===== src/common/sfa_pkg.sv =====
// Constants and types shared by the frame timing and attribute block
`default_nettype none
package sfa_pkg;
	// ****************************************
	// Register map
	// ****************************************
	localparam int             ADDR_W        = 8;
	localparam int             NUM_ATTR      = 6;
	localparam logic [7:0]     ADR_CONFIG    = 8'h00;
	localparam logic [7:0]     ADR_TALLY     = 8'h08;
	localparam logic [7:0]     ADR_ATTR_FIRST = 8'h0c;
	localparam logic [7:0]     ADR_ATTR_LAST = 8'h20;
	localparam logic [7:0]     ADR_STATUS    = 8'h2c;

	// ****************************************
	// Field positions
	// ****************************************
	localparam int CFG_MASTER_SELECT_BIT  = 31;
	localparam int CFG_HALT_BIT           = 0;
	localparam int STAT_RUNNING_BIT       = 30;
	localparam int STAT_BUSY_BIT          = 0;
	localparam int TALLY_LSB              = 16;
	localparam int DOUBLE_RATE_BIT        = 31;
	localparam int FRAME_BITS_CODE_HI     = 30;
	localparam int FRAME_BITS_CODE_LO     = 27;
	localparam int CLOCK_IDLE_LEVEL_BIT   = 26;
	localparam int CLOCK_EDGE_PHASE_BIT   = 25;
	localparam int LOW_BIT_FIRST_BIT      = 24;
	localparam int SEL_TO_CLK_PRESCALE_LO = 22;
	localparam int AFTER_CLK_PRESCALE_LO  = 20;
	localparam int POST_FRAME_PRESCALE_LO = 18;
	localparam int RATE_PRESCALE_LO       = 16;
	localparam int SEL_TO_CLK_SCALE_LO    = 12;
	localparam int AFTER_CLK_SCALE_LO     = 8;
	localparam int POST_FRAME_SCALE_LO    = 4;
	localparam int RATE_SCALE_LO          = 0;

	// ****************************************
	// Reset values and widths
	// ****************************************
	localparam logic        CFG_HALT_RST      = 1'b1;
	localparam logic        CFG_MASTER_RST    = 1'b0;
	localparam logic [31:0] ATTR_RST          = 32'h7800_0000;
	localparam logic [3:0]  FRAME_CODE_MIN    = 4'h3;
	localparam int          CNT_W             = 20;

	// ****************************************
	// Sequencer states
	// ****************************************
	typedef enum logic [5:0] {
		ST_IDLE    = 6'h01,
		ST_LEAD_IN = 6'h02,
		ST_SHIFT   = 6'h04,
		ST_TAIL    = 6'h08,
		ST_GAP     = 6'h10,
		ST_SLAVE   = 6'h20
	} sfa_state_t;
endpackage
`default_nettype wire


===== src/rtl/sfa_core.sv =====
// Frame tally, attribute registers and frame timing engine of the serial controller
//
// Implementation choices: the address-and-strobe port and the register offsets.
`timescale 1ns/10ps
`default_nettype none
module sfa_core (
	input  wire logic        sys_clk_i,
	input  wire logic        nrst_i,
	input  wire logic [7:0]  addr_i,
	input  wire logic [31:0] wdata_i,
	input  wire logic        wr_i,
	input  wire logic        rd_i,
	output logic      [31:0] rdata_o,
	input  wire logic        cmd_valid_i,
	output logic             cmd_ready_o,
	input  wire logic [2:0]  cmd_attr_set_select_i,
	input  wire logic        cmd_tally_clear_flag_i,
	input  wire logic [15:0] cmd_data_i,
	output logic             rx_valid_o,
	output logic      [15:0] rx_data_o,
	input  wire logic        sck_i,
	output logic             sck_o,
	output logic             sck_oe_o,
	input  wire logic        cs_n_i,
	output logic             chip_select_line_n_o,
	input  wire logic        sin_i,
	output logic             sout_o
);
	// ****************************************
	// State
	// ****************************************
	typedef struct packed {
		sfa_pkg::sfa_state_t      st;
		logic                     halt;
		logic                     master_select;
		logic [5:0][31:0]         attr;
		logic [31:0]              act;
		logic [15:0]              frame_tally;
		logic [19:0]              cnt;
		logic                     half;
		logic [4:0]               idx;
		logic [15:0]              tx;
		logic [15:0]              rx;
		logic                     sck;
		logic                     sck_oe;
		logic                     cs_n;
		logic                     sout;
		logic                     cmd_ready;
		logic                     rx_valid;
		logic [15:0]              rx_data;
		logic [31:0]              rdata;
		logic [2:0]               sck_sy;
		logic [2:0]               cs_sy;
		logic [1:0]               sin_sy;
	} sfa_st_t;

	sfa_st_t     q;
	sfa_st_t     d;
	logic        lead;
	logic        trail;
	logic        start;
	logic        done;
	logic [4:0]  nb;
	logic        lsb;
	logic        last;
	logic        clock_edge_phase;
	logic        tally_wr;
	logic        take_cmd;
	logic [31:0] sel_attr;

	// ****************************************
	// Decoding and arithmetic
	// ****************************************
	function automatic logic [19:0] f_odd_pre(input logic [1:0] c);
		case (c)
			2'h0:    f_odd_pre = 20'h1;
			2'h1:    f_odd_pre = 20'h3;
			2'h2:    f_odd_pre = 20'h5;
			default: f_odd_pre = 20'h7;
		endcase
	endfunction

	function automatic logic [19:0] f_rate_pre(input logic [1:0] c);
		case (c)
			2'h0:    f_rate_pre = 20'h2;
			2'h1:    f_rate_pre = 20'h3;
			2'h2:    f_rate_pre = 20'h5;
			default: f_rate_pre = 20'h7;
		endcase
	endfunction

	function automatic logic [19:0] f_rate_scale(input logic [3:0] c);
		case (c)
			4'h0:    f_rate_scale = 20'h2;
			4'h1:    f_rate_scale = 20'h4;
			4'h2:    f_rate_scale = 20'h6;
			4'h3:    f_rate_scale = 20'h8;
			default: f_rate_scale = 20'h1 << c;
		endcase
	endfunction

	// Prescale times power-of-two scale; largest is 7 * 65536, inside 20 bits
	function automatic logic [19:0] f_delay(input logic [1:0] pre, input logic [3:0] scl);
		logic [19:0] pw;
		pw      = 20'h2 << scl;
		f_delay = f_odd_pre(pre) * pw;
	endfunction

	// Clock period in bus cycles; the double rate halves it
	function automatic logic [19:0] f_period(input logic [31:0] a);
		logic [19:0] p;
		p = f_rate_pre(a[sfa_pkg::RATE_PRESCALE_LO +: 2])
			* f_rate_scale(a[sfa_pkg::RATE_SCALE_LO +: 4]);
		f_period = a[sfa_pkg::DOUBLE_RATE_BIT] ? (p >> 1) : p;
	endfunction

	// Cycles from leading to trailing edge; odd periods give the uneven duty
	function automatic logic [19:0] f_h0(input logic [31:0] a);
		logic [19:0] p;
		p    = f_period(a);
		f_h0 = a[sfa_pkg::CLOCK_EDGE_PHASE_BIT] ? (p - (p >> 1)) : (p >> 1);
	endfunction

	// Reserved size codes behave as the smallest frame
	function automatic logic [4:0] f_nbits(input logic [31:0] a);
		logic [3:0] c;
		c       = a[sfa_pkg::FRAME_BITS_CODE_LO +: 4];
		f_nbits = (c < sfa_pkg::FRAME_CODE_MIN) ? 5'h4 : ({1'b0, c} + 5'h1);
	endfunction

	function automatic logic [3:0] f_pos(input logic [4:0] i, input logic [4:0] n,
		input logic l);
		logic [4:0] m;
		m     = n - 5'h1 - i;
		f_pos = l ? i[3:0] : m[3:0];
	endfunction

	function automatic logic f_attr_hit(input logic [7:0] a);
		f_attr_hit = (a >= sfa_pkg::ADR_ATTR_FIRST) && (a <= sfa_pkg::ADR_ATTR_LAST)
			&& (a[1:0] == 2'h0);
	endfunction

	function automatic logic [2:0] f_attr_idx(input logic [7:0] a);
		logic [7:0] o;
		o          = (a - sfa_pkg::ADR_ATTR_FIRST) >> 2;
		f_attr_idx = o[2:0];
	endfunction

	// Selects 6 and 7 have no set behind them and fall back to set zero
	function automatic logic [2:0] f_sel(input logic [2:0] s);
		f_sel = (s >= 3'h6) ? 3'h0 : s;
	endfunction

	// ****************************************
	// Next state
	// ****************************************
	always_comb
	begin
		d        = q;
		lead     = 1'b0;
		trail    = 1'b0;
		start    = 1'b0;
		done     = 1'b0;
		nb       = f_nbits(q.act);
		lsb      = q.master_select & q.act[sfa_pkg::LOW_BIT_FIRST_BIT];
		last     = (q.idx == (nb - 5'h1));
		clock_edge_phase     = q.act[sfa_pkg::CLOCK_EDGE_PHASE_BIT];
		tally_wr = wr_i && (addr_i == sfa_pkg::ADR_TALLY);
		take_cmd = cmd_valid_i && q.cmd_ready;
		sel_attr = q.attr[f_sel(cmd_attr_set_select_i)];
		d.sck_sy = {q.sck_sy[1:0], sck_i};
		d.cs_sy  = {q.cs_sy[1:0], cs_n_i};
		d.sin_sy = {q.sin_sy[0], sin_i};
		d.rx_valid = 1'b0;

		// Register writes
		if (wr_i)
		begin
			if (addr_i == sfa_pkg::ADR_CONFIG)
			begin
				d.master_select = wdata_i[sfa_pkg::CFG_MASTER_SELECT_BIT];
				d.halt          = wdata_i[sfa_pkg::CFG_HALT_BIT];
			end
			if (tally_wr)
				d.frame_tally = wdata_i[sfa_pkg::TALLY_LSB +: 16];
			if (f_attr_hit(addr_i))
				d.attr[f_attr_idx(addr_i)] = wdata_i;
		end

		// Register reads, answered in the next cycle
		if (rd_i)
		begin
			d.rdata = 32'h0;
			if (addr_i == sfa_pkg::ADR_CONFIG)
			begin
				d.rdata[sfa_pkg::CFG_MASTER_SELECT_BIT] = q.master_select;
				d.rdata[sfa_pkg::CFG_HALT_BIT]          = q.halt;
			end
			if (addr_i == sfa_pkg::ADR_TALLY)
				d.rdata[sfa_pkg::TALLY_LSB +: 16] = q.frame_tally;
			if (addr_i == sfa_pkg::ADR_STATUS)
			begin
				d.rdata[sfa_pkg::STAT_RUNNING_BIT] = ~q.halt;
				d.rdata[sfa_pkg::STAT_BUSY_BIT]    = (q.st != sfa_pkg::ST_IDLE);
			end
			if (f_attr_hit(addr_i))
				d.rdata = q.attr[f_attr_idx(addr_i)];
		end

		// Sequencer
		case (q.st)
			sfa_pkg::ST_IDLE:
			begin
				d.cs_n   = 1'b1;
				d.half   = 1'b0;
				d.sck_oe = q.master_select;
				if (q.master_select)
					d.sck = q.attr[0][sfa_pkg::CLOCK_IDLE_LEVEL_BIT];
				if (!q.halt && q.master_select && take_cmd)
				begin
					start = 1'b1;
					d.act = sel_attr;
					d.st  = sfa_pkg::ST_LEAD_IN;
					d.cs_n = 1'b0;
					d.sck = sel_attr[sfa_pkg::CLOCK_IDLE_LEVEL_BIT];
					d.cnt = f_delay(sel_attr[sfa_pkg::SEL_TO_CLK_PRESCALE_LO +: 2],
						sel_attr[sfa_pkg::SEL_TO_CLK_SCALE_LO +: 4]);
				end
				else if (!q.halt && !q.master_select && !q.cs_sy[1] && q.cs_sy[2])
				begin
					start = 1'b1;
					d.act = q.attr[0];
					d.st  = sfa_pkg::ST_SLAVE;
				end
				if (start)
				begin
					d.tx  = take_cmd ? cmd_data_i : 16'h0;
					d.idx = 5'h0;
					d.rx  = 16'h0;
					if (take_cmd && cmd_tally_clear_flag_i)
						d.frame_tally = 16'h0;
					// Phase zero puts the first bit out before any edge
					if (!d.act[sfa_pkg::CLOCK_EDGE_PHASE_BIT])
						d.sout = d.tx[f_pos(5'h0, f_nbits(d.act),
							q.master_select & d.act[sfa_pkg::LOW_BIT_FIRST_BIT])];
				end
			end
			sfa_pkg::ST_LEAD_IN:
			begin
				d.cnt = q.cnt - 20'h1;
				if (q.cnt == 20'h1)
				begin
					lead = 1'b1;
					d.st = sfa_pkg::ST_SHIFT;
				end
			end
			sfa_pkg::ST_SHIFT:
			begin
				d.cnt = q.cnt - 20'h1;
				if (q.cnt == 20'h1)
				begin
					lead  = q.half;
					trail = ~q.half;
				end
			end
			sfa_pkg::ST_TAIL:
			begin
				d.cnt = q.cnt - 20'h1;
				if (q.cnt == 20'h1)
				begin
					d.cs_n = 1'b1;
					d.st   = sfa_pkg::ST_GAP;
					d.cnt  = f_delay(q.act[sfa_pkg::POST_FRAME_PRESCALE_LO +: 2],
						q.act[sfa_pkg::POST_FRAME_SCALE_LO +: 4]);
				end
			end
			sfa_pkg::ST_GAP:
			begin
				d.cnt = q.cnt - 20'h1;
				if (q.cnt == 20'h1)
					d.st = sfa_pkg::ST_IDLE;
			end
			sfa_pkg::ST_SLAVE:
			begin
				// Edges come from the external clock after synchronising
				if (q.cs_sy[1])
					d.st = sfa_pkg::ST_IDLE;
				else if (q.sck_sy[1] != q.sck_sy[2])
				begin
					lead  = (q.sck_sy[1] != q.act[sfa_pkg::CLOCK_IDLE_LEVEL_BIT]);
					trail = (q.sck_sy[1] == q.act[sfa_pkg::CLOCK_IDLE_LEVEL_BIT]);
				end
			end
			default:
				d.st = sfa_pkg::ST_IDLE;
		endcase

		// Edge actions shared by master and slave
		if (lead)
		begin
			if (q.master_select)
			begin
				d.sck  = ~q.sck;
				d.half = 1'b0;
				d.cnt  = f_h0(q.act);
			end
			if (!clock_edge_phase)
				d.rx[f_pos(q.idx, nb, lsb)] = q.sin_sy[1];
			else
				d.sout = q.tx[f_pos(q.idx, nb, lsb)];
		end
		if (trail)
		begin
			if (q.master_select)
			begin
				d.sck  = ~q.sck;
				d.half = 1'b1;
				d.cnt  = f_period(q.act) - f_h0(q.act);
			end
			if (clock_edge_phase)
				d.rx[f_pos(q.idx, nb, lsb)] = q.sin_sy[1];
			d.idx = q.idx + 5'h1;
			if (last)
			begin
				done = 1'b1;
				d.frame_tally = d.frame_tally + 16'h1;
				d.rx_valid    = 1'b1;
				d.rx_data     = d.rx;
				if (q.master_select)
				begin
					d.st  = sfa_pkg::ST_TAIL;
					d.cnt = f_delay(q.act[sfa_pkg::AFTER_CLK_PRESCALE_LO +: 2],
						q.act[sfa_pkg::AFTER_CLK_SCALE_LO +: 4]);
				end
				else
					d.st = sfa_pkg::ST_IDLE;
			end
			else if (!clock_edge_phase)
				d.sout = q.tx[f_pos(q.idx + 5'h1, nb, lsb)];
		end

		d.cmd_ready = (d.st == sfa_pkg::ST_IDLE) && !d.halt;
	end

	always_ff @(posedge sys_clk_i)
	begin
		if (!nrst_i)
		begin
			q               <= '0;
			q.st            <= sfa_pkg::ST_IDLE;
			q.halt          <= sfa_pkg::CFG_HALT_RST;
			q.master_select <= sfa_pkg::CFG_MASTER_RST;
			q.attr          <= {sfa_pkg::NUM_ATTR{sfa_pkg::ATTR_RST}};
			q.cs_n          <= 1'b1;
			q.cs_sy         <= 3'h7;
		end
		else
			q <= d;
	end

	assign rdata_o              = q.rdata;
	assign cmd_ready_o          = q.cmd_ready;
	assign rx_valid_o           = q.rx_valid;
	assign rx_data_o            = q.rx_data;
	assign sck_o                = q.sck;
	assign sck_oe_o             = q.sck_oe;
	assign chip_select_line_n_o = q.cs_n;
	assign sout_o               = q.sout;

	// ****************************************
	// Checks
	// ****************************************
	logic [19:0] stay_h;
	logic [4:0]  trail_h;

	always_ff @(posedge sys_clk_i)
	begin
		if (!nrst_i)
		begin
			stay_h  <= 20'h0;
			trail_h <= 5'h0;
		end
		else
		begin
			stay_h  <= ((d.st != q.st) || (d.sck != q.sck)) ? 20'h1 : (stay_h + 20'h1);
			trail_h <= start ? 5'h0 : (trail ? (trail_h + 5'h1) : trail_h);
		end
	end
endmodule // sfa_core
`default_nettype wire


===== config.mk =====
export PLATFORM = sky130hd
export DESIGN_NAME = sfa_core
export DESIGN_NICKNAME = d
export VERILOG_FILES = /design/src/common/sfa_pkg.sv /design/src/rtl/sfa_core.sv
export SDC_FILE = /design/constraint.sdc
export NUM_CORES = 1
export LEC_CHECK = 0
export BUFFER_PORTS_ARGS = -buffer_cell sky130_fd_sc_hd__clkbuf_2
export CAP_MARGIN = 20
export CORE_UTILIZATION = 49
export DETAILED_ROUTE_END_ITERATION = 10
export PLACE_DENSITY = 0.65
export SYNTH_ARGS = -nofsm -noshare
export SYNTH_HDL_FRONTEND = slang
export SYNTH_SLANG_ARGS = --single-unit

===== constraint.sdc =====
create_clock -name sys_clk_i -period 10.25 [get_ports sys_clk_i]
set_input_delay 2.05 -clock sys_clk_i [delete_from_list [all_inputs] [get_ports sys_clk_i]]
set_output_delay 2.05 -clock sys_clk_i [all_outputs]
set_load 0.03 [all_outputs]

==> flow_summary.toml, run 1 <==
[placement]
portBuffers = 121
hpwlAfterDp_um = 66000
placed_area_sq_um = 33600
place.gp.congestion = 0.911

[routing]
drt-initial-drc-count = 2302
drtPass1Iterations = 8
postRouteAntennaNets = 0
vias_per_cell = 5.79
dr_total_vias = 28500
totalWireLength_um = 90800
drc = 2
detail_route.wl_per_cell_um = 18.5

[floorplanning]
rows = 94
dieArea_sq_um = 67900
die_w_um = 261
core_area_sq_um = 66000
die_y_um = 261
io_pins = 122
start_util = 0.497

[cells_and_area]
fin_area_sq_um = 35000
fin_util = 0.530
regArea_sq_um = 7250
final_nets = 4577
layout-drive-gt1-share = 0.0948
areaGrowthSynthToFinish_pct = 6.70
multi_input_area_sq_um = 23300
nFillCells = 6323

[setup_path]
critPathArrivalTime_ps = 9490
worstPathRequired_ps = 10690
crit_family = "adder cells"
crit_slowest_cell = "or3_1"
crit_type = "reg2reg"
cp-end-kind = "register"
startpoint_type = "register"
slowest_delay_ps = 570
cp_max_fo = 12
path_common_cell = "ha_1"
path_buf_inv = 3

[synth]
synth_cells = 4101
synthArstFlopShare = 0
yosysWarnings = 0
ys.flop_type = "dfxtp_1"
yosysSeqAreaShare = 0.221
avgSynthCellArea_sq_um = 7.99
ys_ff_latch = 362
syn_area_sq_um = 32800
ys_types = 109
synth_edf_count = 0

[sta]
setup-tns-final_ps = 0
max_freq_mhz = 111
rsz0062_at_grt = "no"
relSlewSlack = 0.289
maxSlewViolCount = 0
fin_crit_sh = 0.883
setup_violations = 0
hold_viol = 0
period_minus_slack_ps = 9050
finClkSkew_ps = 14.4
hold_ws_ps = 437
worst_pin_slew_ps = 1060

[grt]
antenna_found_initial = 3
track_usage = 0.265
grt_pass1_wl_um = 145000
grt_max_degree = 118
grt_pass1_vias = 26500
grt_overflow = 0

[hold_path]
hp-class = "reg2reg"

[clock_network]
htreeDepth = 2
clock_latency_ps = 570
cts_max_path_buffers = 3
ctsHoldBuffers = 0
clk_pin_slew_ps = 60
cts_buffers = 41
cts_tree = "yes"
post_cts.repair.setup_buffers = 0
cts-resized-gates = 0
cts-root-buf = "clkbuf_16"
clock-sinks = 362

[status]
status = "finished, violations left"
violations = "design-rule violations"

[power]
ir_worst_vdd_mv = 0.153
p_leak_nw = 16.4
power_mw = 3.19
pwr_density_cell_nw_per_um2 = 91.1

[flow_run]
max_cap_violations = 0
-- cell usage after synthesis (20+ instances only) --
master / n / area [sq um]
or2_2: 28 / 175
mux4_2: 35 / 788
o211ai_1: 20 / 150
a21o_1: 34 / 255
a22oi_1: 21 / 158
inv_1: 261 / 980
and3_1: 60 / 375
nand2_1: 671 / 2520
buf_1: 21 / 78.8
a211oi_1: 29 / 218
dfxtp_1: 362 / 7250
or3_1: 24 / 150
xnor2_1: 91 / 797
nand2b_1: 41 / 257
mux2_2: 29 / 327
nor3_1: 69 / 345
a21oi_1: 181 / 906
nor2b_1: 64 / 400
nor2_1: 251 / 942
a31oi_1: 21 / 131
o22ai_1: 26 / 163
ha_1: 428 / 5360
clkbuf_1: 211 / 792
mux2i_1: 146 / 1460
o21ai_0: 120 / 601
fa_1: 60 / 1200
buf_4: 51 / 383
a21boi_0: 218 / 1640
o211a_1: 36 / 360
and2_1: 87 / 544
o221ai_1: 34 / 298
xor2_1: 29 / 254
nand3_1: 107 / 536
-- layout by cell type (no fill, tap or decap), types with 15 or more instances in the layout --
cell type	count
or3_1	24
clkbuf_16	41
o21a_1	18
clkbuf_2	118
nand2_1	669
ha_1	427
o211ai_1	20
inv_1	261
mux2i_1	146
and3_1	60
nor2_1	248
fa_1	60
or2_2	28
a31oi_1	21
mux2_2	29
nor4_1	17
a211oi_1	29
a22oi_1	21
buf_4	48
xor2_1	28
o221ai_1	34
a21o_1	34
o21ai_0	119
xnor2_1	91
nor3_1	69
o22ai_1	26
mux4_2	35
a21oi_1	181
nand3_1	107
and2_1	87
nor3b_1	15
dfxtp_1	361
nor2b_1	63
o211a_1	36
a21boi_0	218
nand2b_1	41
-- cell type report --
cell class / instances / share of cell area
multi-input cells: 3180 / 0.666
flip-flops and latches: 362 / 0.207
clock buffers: 58 / 0.0323
well taps: 864 / 0.0309
inverters: 268 / 0.0288
repair buffers: 168 / 0.0278
clock inverters: 16 / 0.00651
diodes: 1 / 0.0000716
-- report_power, final --
| group | total, mW | switching, mW | leakage, nW | internal [mW] |
|---|---|---|---|---|
| Sequential | 1.42 | 0.00432 | 2.92 | 1.41 |
| Combinational | 0.238 | 0.153 | 12.9 | 0.0848 |
| Clock | 1.53 | 0.635 | 0.654 | 0.898 |
-- metrics by stage --
step                setup slack, ps  instances
floorplan                      1100       4102
finish                         1200       4917
detailed placement              755       4841
global route                    600       4917
global placement                901       4839
CTS                            1220       4915
-- routing by layer --
layer / track usage / vias to the layer above / part of all wire
met1: 0.362 / 13500 / 0.46
met5: 0 / - / 0.00030
li1: - / 14000 / -
met2: 0.434 / 757 / 0.46
met4: 0.0864 / 4 / 0.031
met3: 0.0292 / 167 / 0.053
-- worst paths after layout --
| kind | slack [ps] | from | end | depth (start not counted) |
|---|---|---|---|---|
| worst min-delay path | 440 | d[1]$_SDFF_PN0_ | q[1]$_SDFF_PN0_ | 1 |
| worst min register to register | 440 | d[1]$_SDFF_PN0_ | q[1]$_SDFF_PN0_ | 1 |
| worst max-delay path | 1200 | q[136]$_SDFFE_PN0P_ | q[119]$_SDFF_PN0_ | 33 |
| worst max register to register | 1200 | q[136]$_SDFFE_PN0P_ | q[119]$_SDFF_PN0_ | 33 |
-- cell families (layout without fill, tap and decap cells) --
kind of cell | count (synthesis) | after routing | share of synthesized area
simple gates | 1488 | 1488 | 0.212
other cells | 1 | 3 | 0.000114
xor+xnor | 121 | 121 | 0.0326
fa+ha+maj | 491 | 491 | 0.201
buf+inv | 560 | 510 | 0.0705
flops | 362 | 362 | 0.221
mux | 211 | 211 | 0.0791
compound gates | 867 | 867 | 0.184
(Power assumes the default switching activity.)
==> run 2: changes to the inputs <==
Settings changed: CORE_ASPECT_RATIO set to 1.5.
==> run 2 against run 1 <==
The run now ends clean. Non-clock buffer count did not move. Fmax up 0.43%. Clock-buffer cell count shrank 8. Combinational power about the same. Core utilization about the same. Sequential cell count unchanged. Total power shrank 2.2%. Setup slack gained 39 ps. First-iteration DRC count is 26% lower. Routed wire length increased by 3.3%.
==> flow_summary.toml, run 2 (synthesized netlist as in run 1, its figures left out) <==
[status]
status = "finished, final reports clean"

[setup_path]
cp-end-kind = "register"
critPathArrivalTime_ps = 9440
cp_max_fo = 12
reg2reg_depth = 33
startpoint_type = "register"
slowest_delay_ps = 540
reg2reg_from = "q[136]$_SDFFE_PN0P_"
path_common_cell = "ha_1"
worstPathRequired_ps = 10680
crit_slowest_cell = "fa_1"
crit_type = "reg2reg"
crit_start = "q[136]$_SDFFE_PN0P_"

[placement]
hpwlAfterDp_um = 69000
portBuffers = 121
place.gp.congestion = 0.947

[clock_network]
clock_latency_ps = 560
ctsHoldBuffers = 0
cts_tree = "yes"
post_cts.repair.setup_buffers = 0
clock-sinks = 362
cts-root-buf = "clkbuf_16"
htreeDepth = 2
cts_max_path_buffers = 3
cts_buffers = 37
clk_pin_slew_ps = 60
cts-resized-gates = 0

[hold_path]
hp-class = "reg2reg"
worstHoldStart = "d[3]$_SDFF_PN1_"
hold_depth = 1

[routing]
drtPass1Iterations = 6
dr_total_vias = 28700
drt-initial-drc-count = 1698
drc = 0
postRouteAntennaNets = 0
detail_route.wl_per_cell_um = 19.1
vias_per_cell = 5.82
totalWireLength_um = 93800

[floorplanning]
io_pins = 122
dieArea_sq_um = 68000
die_w_um = 213
die_y_um = 319
core_area_sq_um = 65900
start_util = 0.497
rows = 115

[grt]
antenna_found_initial = 4
grt_pass1_vias = 28000
track_usage = 0.275
grt_pass1_wl_um = 149000
grt_max_degree = 140
grt_overflow = 0

[cells_and_area]
final_common_cell = "nand2_1"
final_cell_mix = "nand2_1 (669), ha_1 (427), dfxtp_1 (361), inv_1 (261), nor2_1 (248)"
final_nets = 4573
layout-drive-gt1-share = 0.0943
nFillCells = 6521
areaGrowthSynthToFinish_pct = 6.50

[sta]
fin_crit_sh = 0.879
maxSlewViolCount = 0
relSlewSlack = 0.283
max_freq_mhz = 111
hold_viol = 0
setup-tns-final_ps = 0
worst_pin_slew_ps = 1060
finClkSkew_ps = 12.1
rsz0062_at_grt = "no"
setup_violations = 0
period_minus_slack_ps = 9010

[power]
power_mw = 3.12
ir_worst_vdd_mv = 0.136
p_leak_nw = 16.4
pwr_density_cell_nw_per_um2 = 89.3

[flow_run]
max_cap_violations = 0
## run 2: routing by layer
| layer | vias up | GRT usage | share of wire |
|---|---|---|---|
| met2 | 775 | 0.500 | 0.51 |
| met5 | - | 0 | 0.00032 |
| li1 | 14000 | - | - |
| met1 | 13600 | 0.313 | 0.40 |
| met4 | 4 | 0.135 | 0.051 |
| met3 | 223 | 0.0295 | 0.046 |
## run 2: path summary, 6_finish.rpt
check                           slack (ps)           endpoint
worst min register to register         420    d[4]$_SDFF_PN1_
worst max-delay path                  1240  q[119]$_SDFF_PN0_
worst max register to register        1240  q[119]$_SDFF_PN0_
worst min-delay path                   420    d[4]$_SDFF_PN1_
## run 2: per-stage QoR
stage               utilization  std cells  worst slack (ps)  hold slack, ps  area (sq um)
finish                    0.530       4921              1240             424         34900
global route              0.530       4920               745             447         34900
CTS                       0.530       4919              1280             440         34900
detailed placement        0.510       4855               927             431         33600
global placement          0.510       4855              1080             410         33600
floorplan                     -       4102              1100             386         32800
## run 2: final cells by class
cell class                      count  area (sq um)  share of cell area
Tap cell                          877          1100              0.0314
Antenna cell                        2          5.00            0.000143
Sequential cell                   362          7250               0.208
Clock buffer                       50          1060              0.0303
Timing Repair Buffer              168           973              0.0279
Inverter                          268          1010              0.0288
Multi-Input combinational cell   3180         23300               0.668
Clock inverter                     14           220             0.00631
## run 2: critical path, delay by kind of cell, from the launching register on
family	cells	cell delay, ps
buf+inv	3	390
flops	1	500
xor+xnor	1	170
fa+ha+maj	10	3200
compound gates	14	2930
simple gates	5	1680
## run 2: where the power goes
part	switching [mW]	total [mW]	internal (mW)
sequential	0.00435	1.42	1.41
clock	0.609	1.46	0.852
combinational	0.155	0.240	0.0846
total	0.768	3.12	2.35
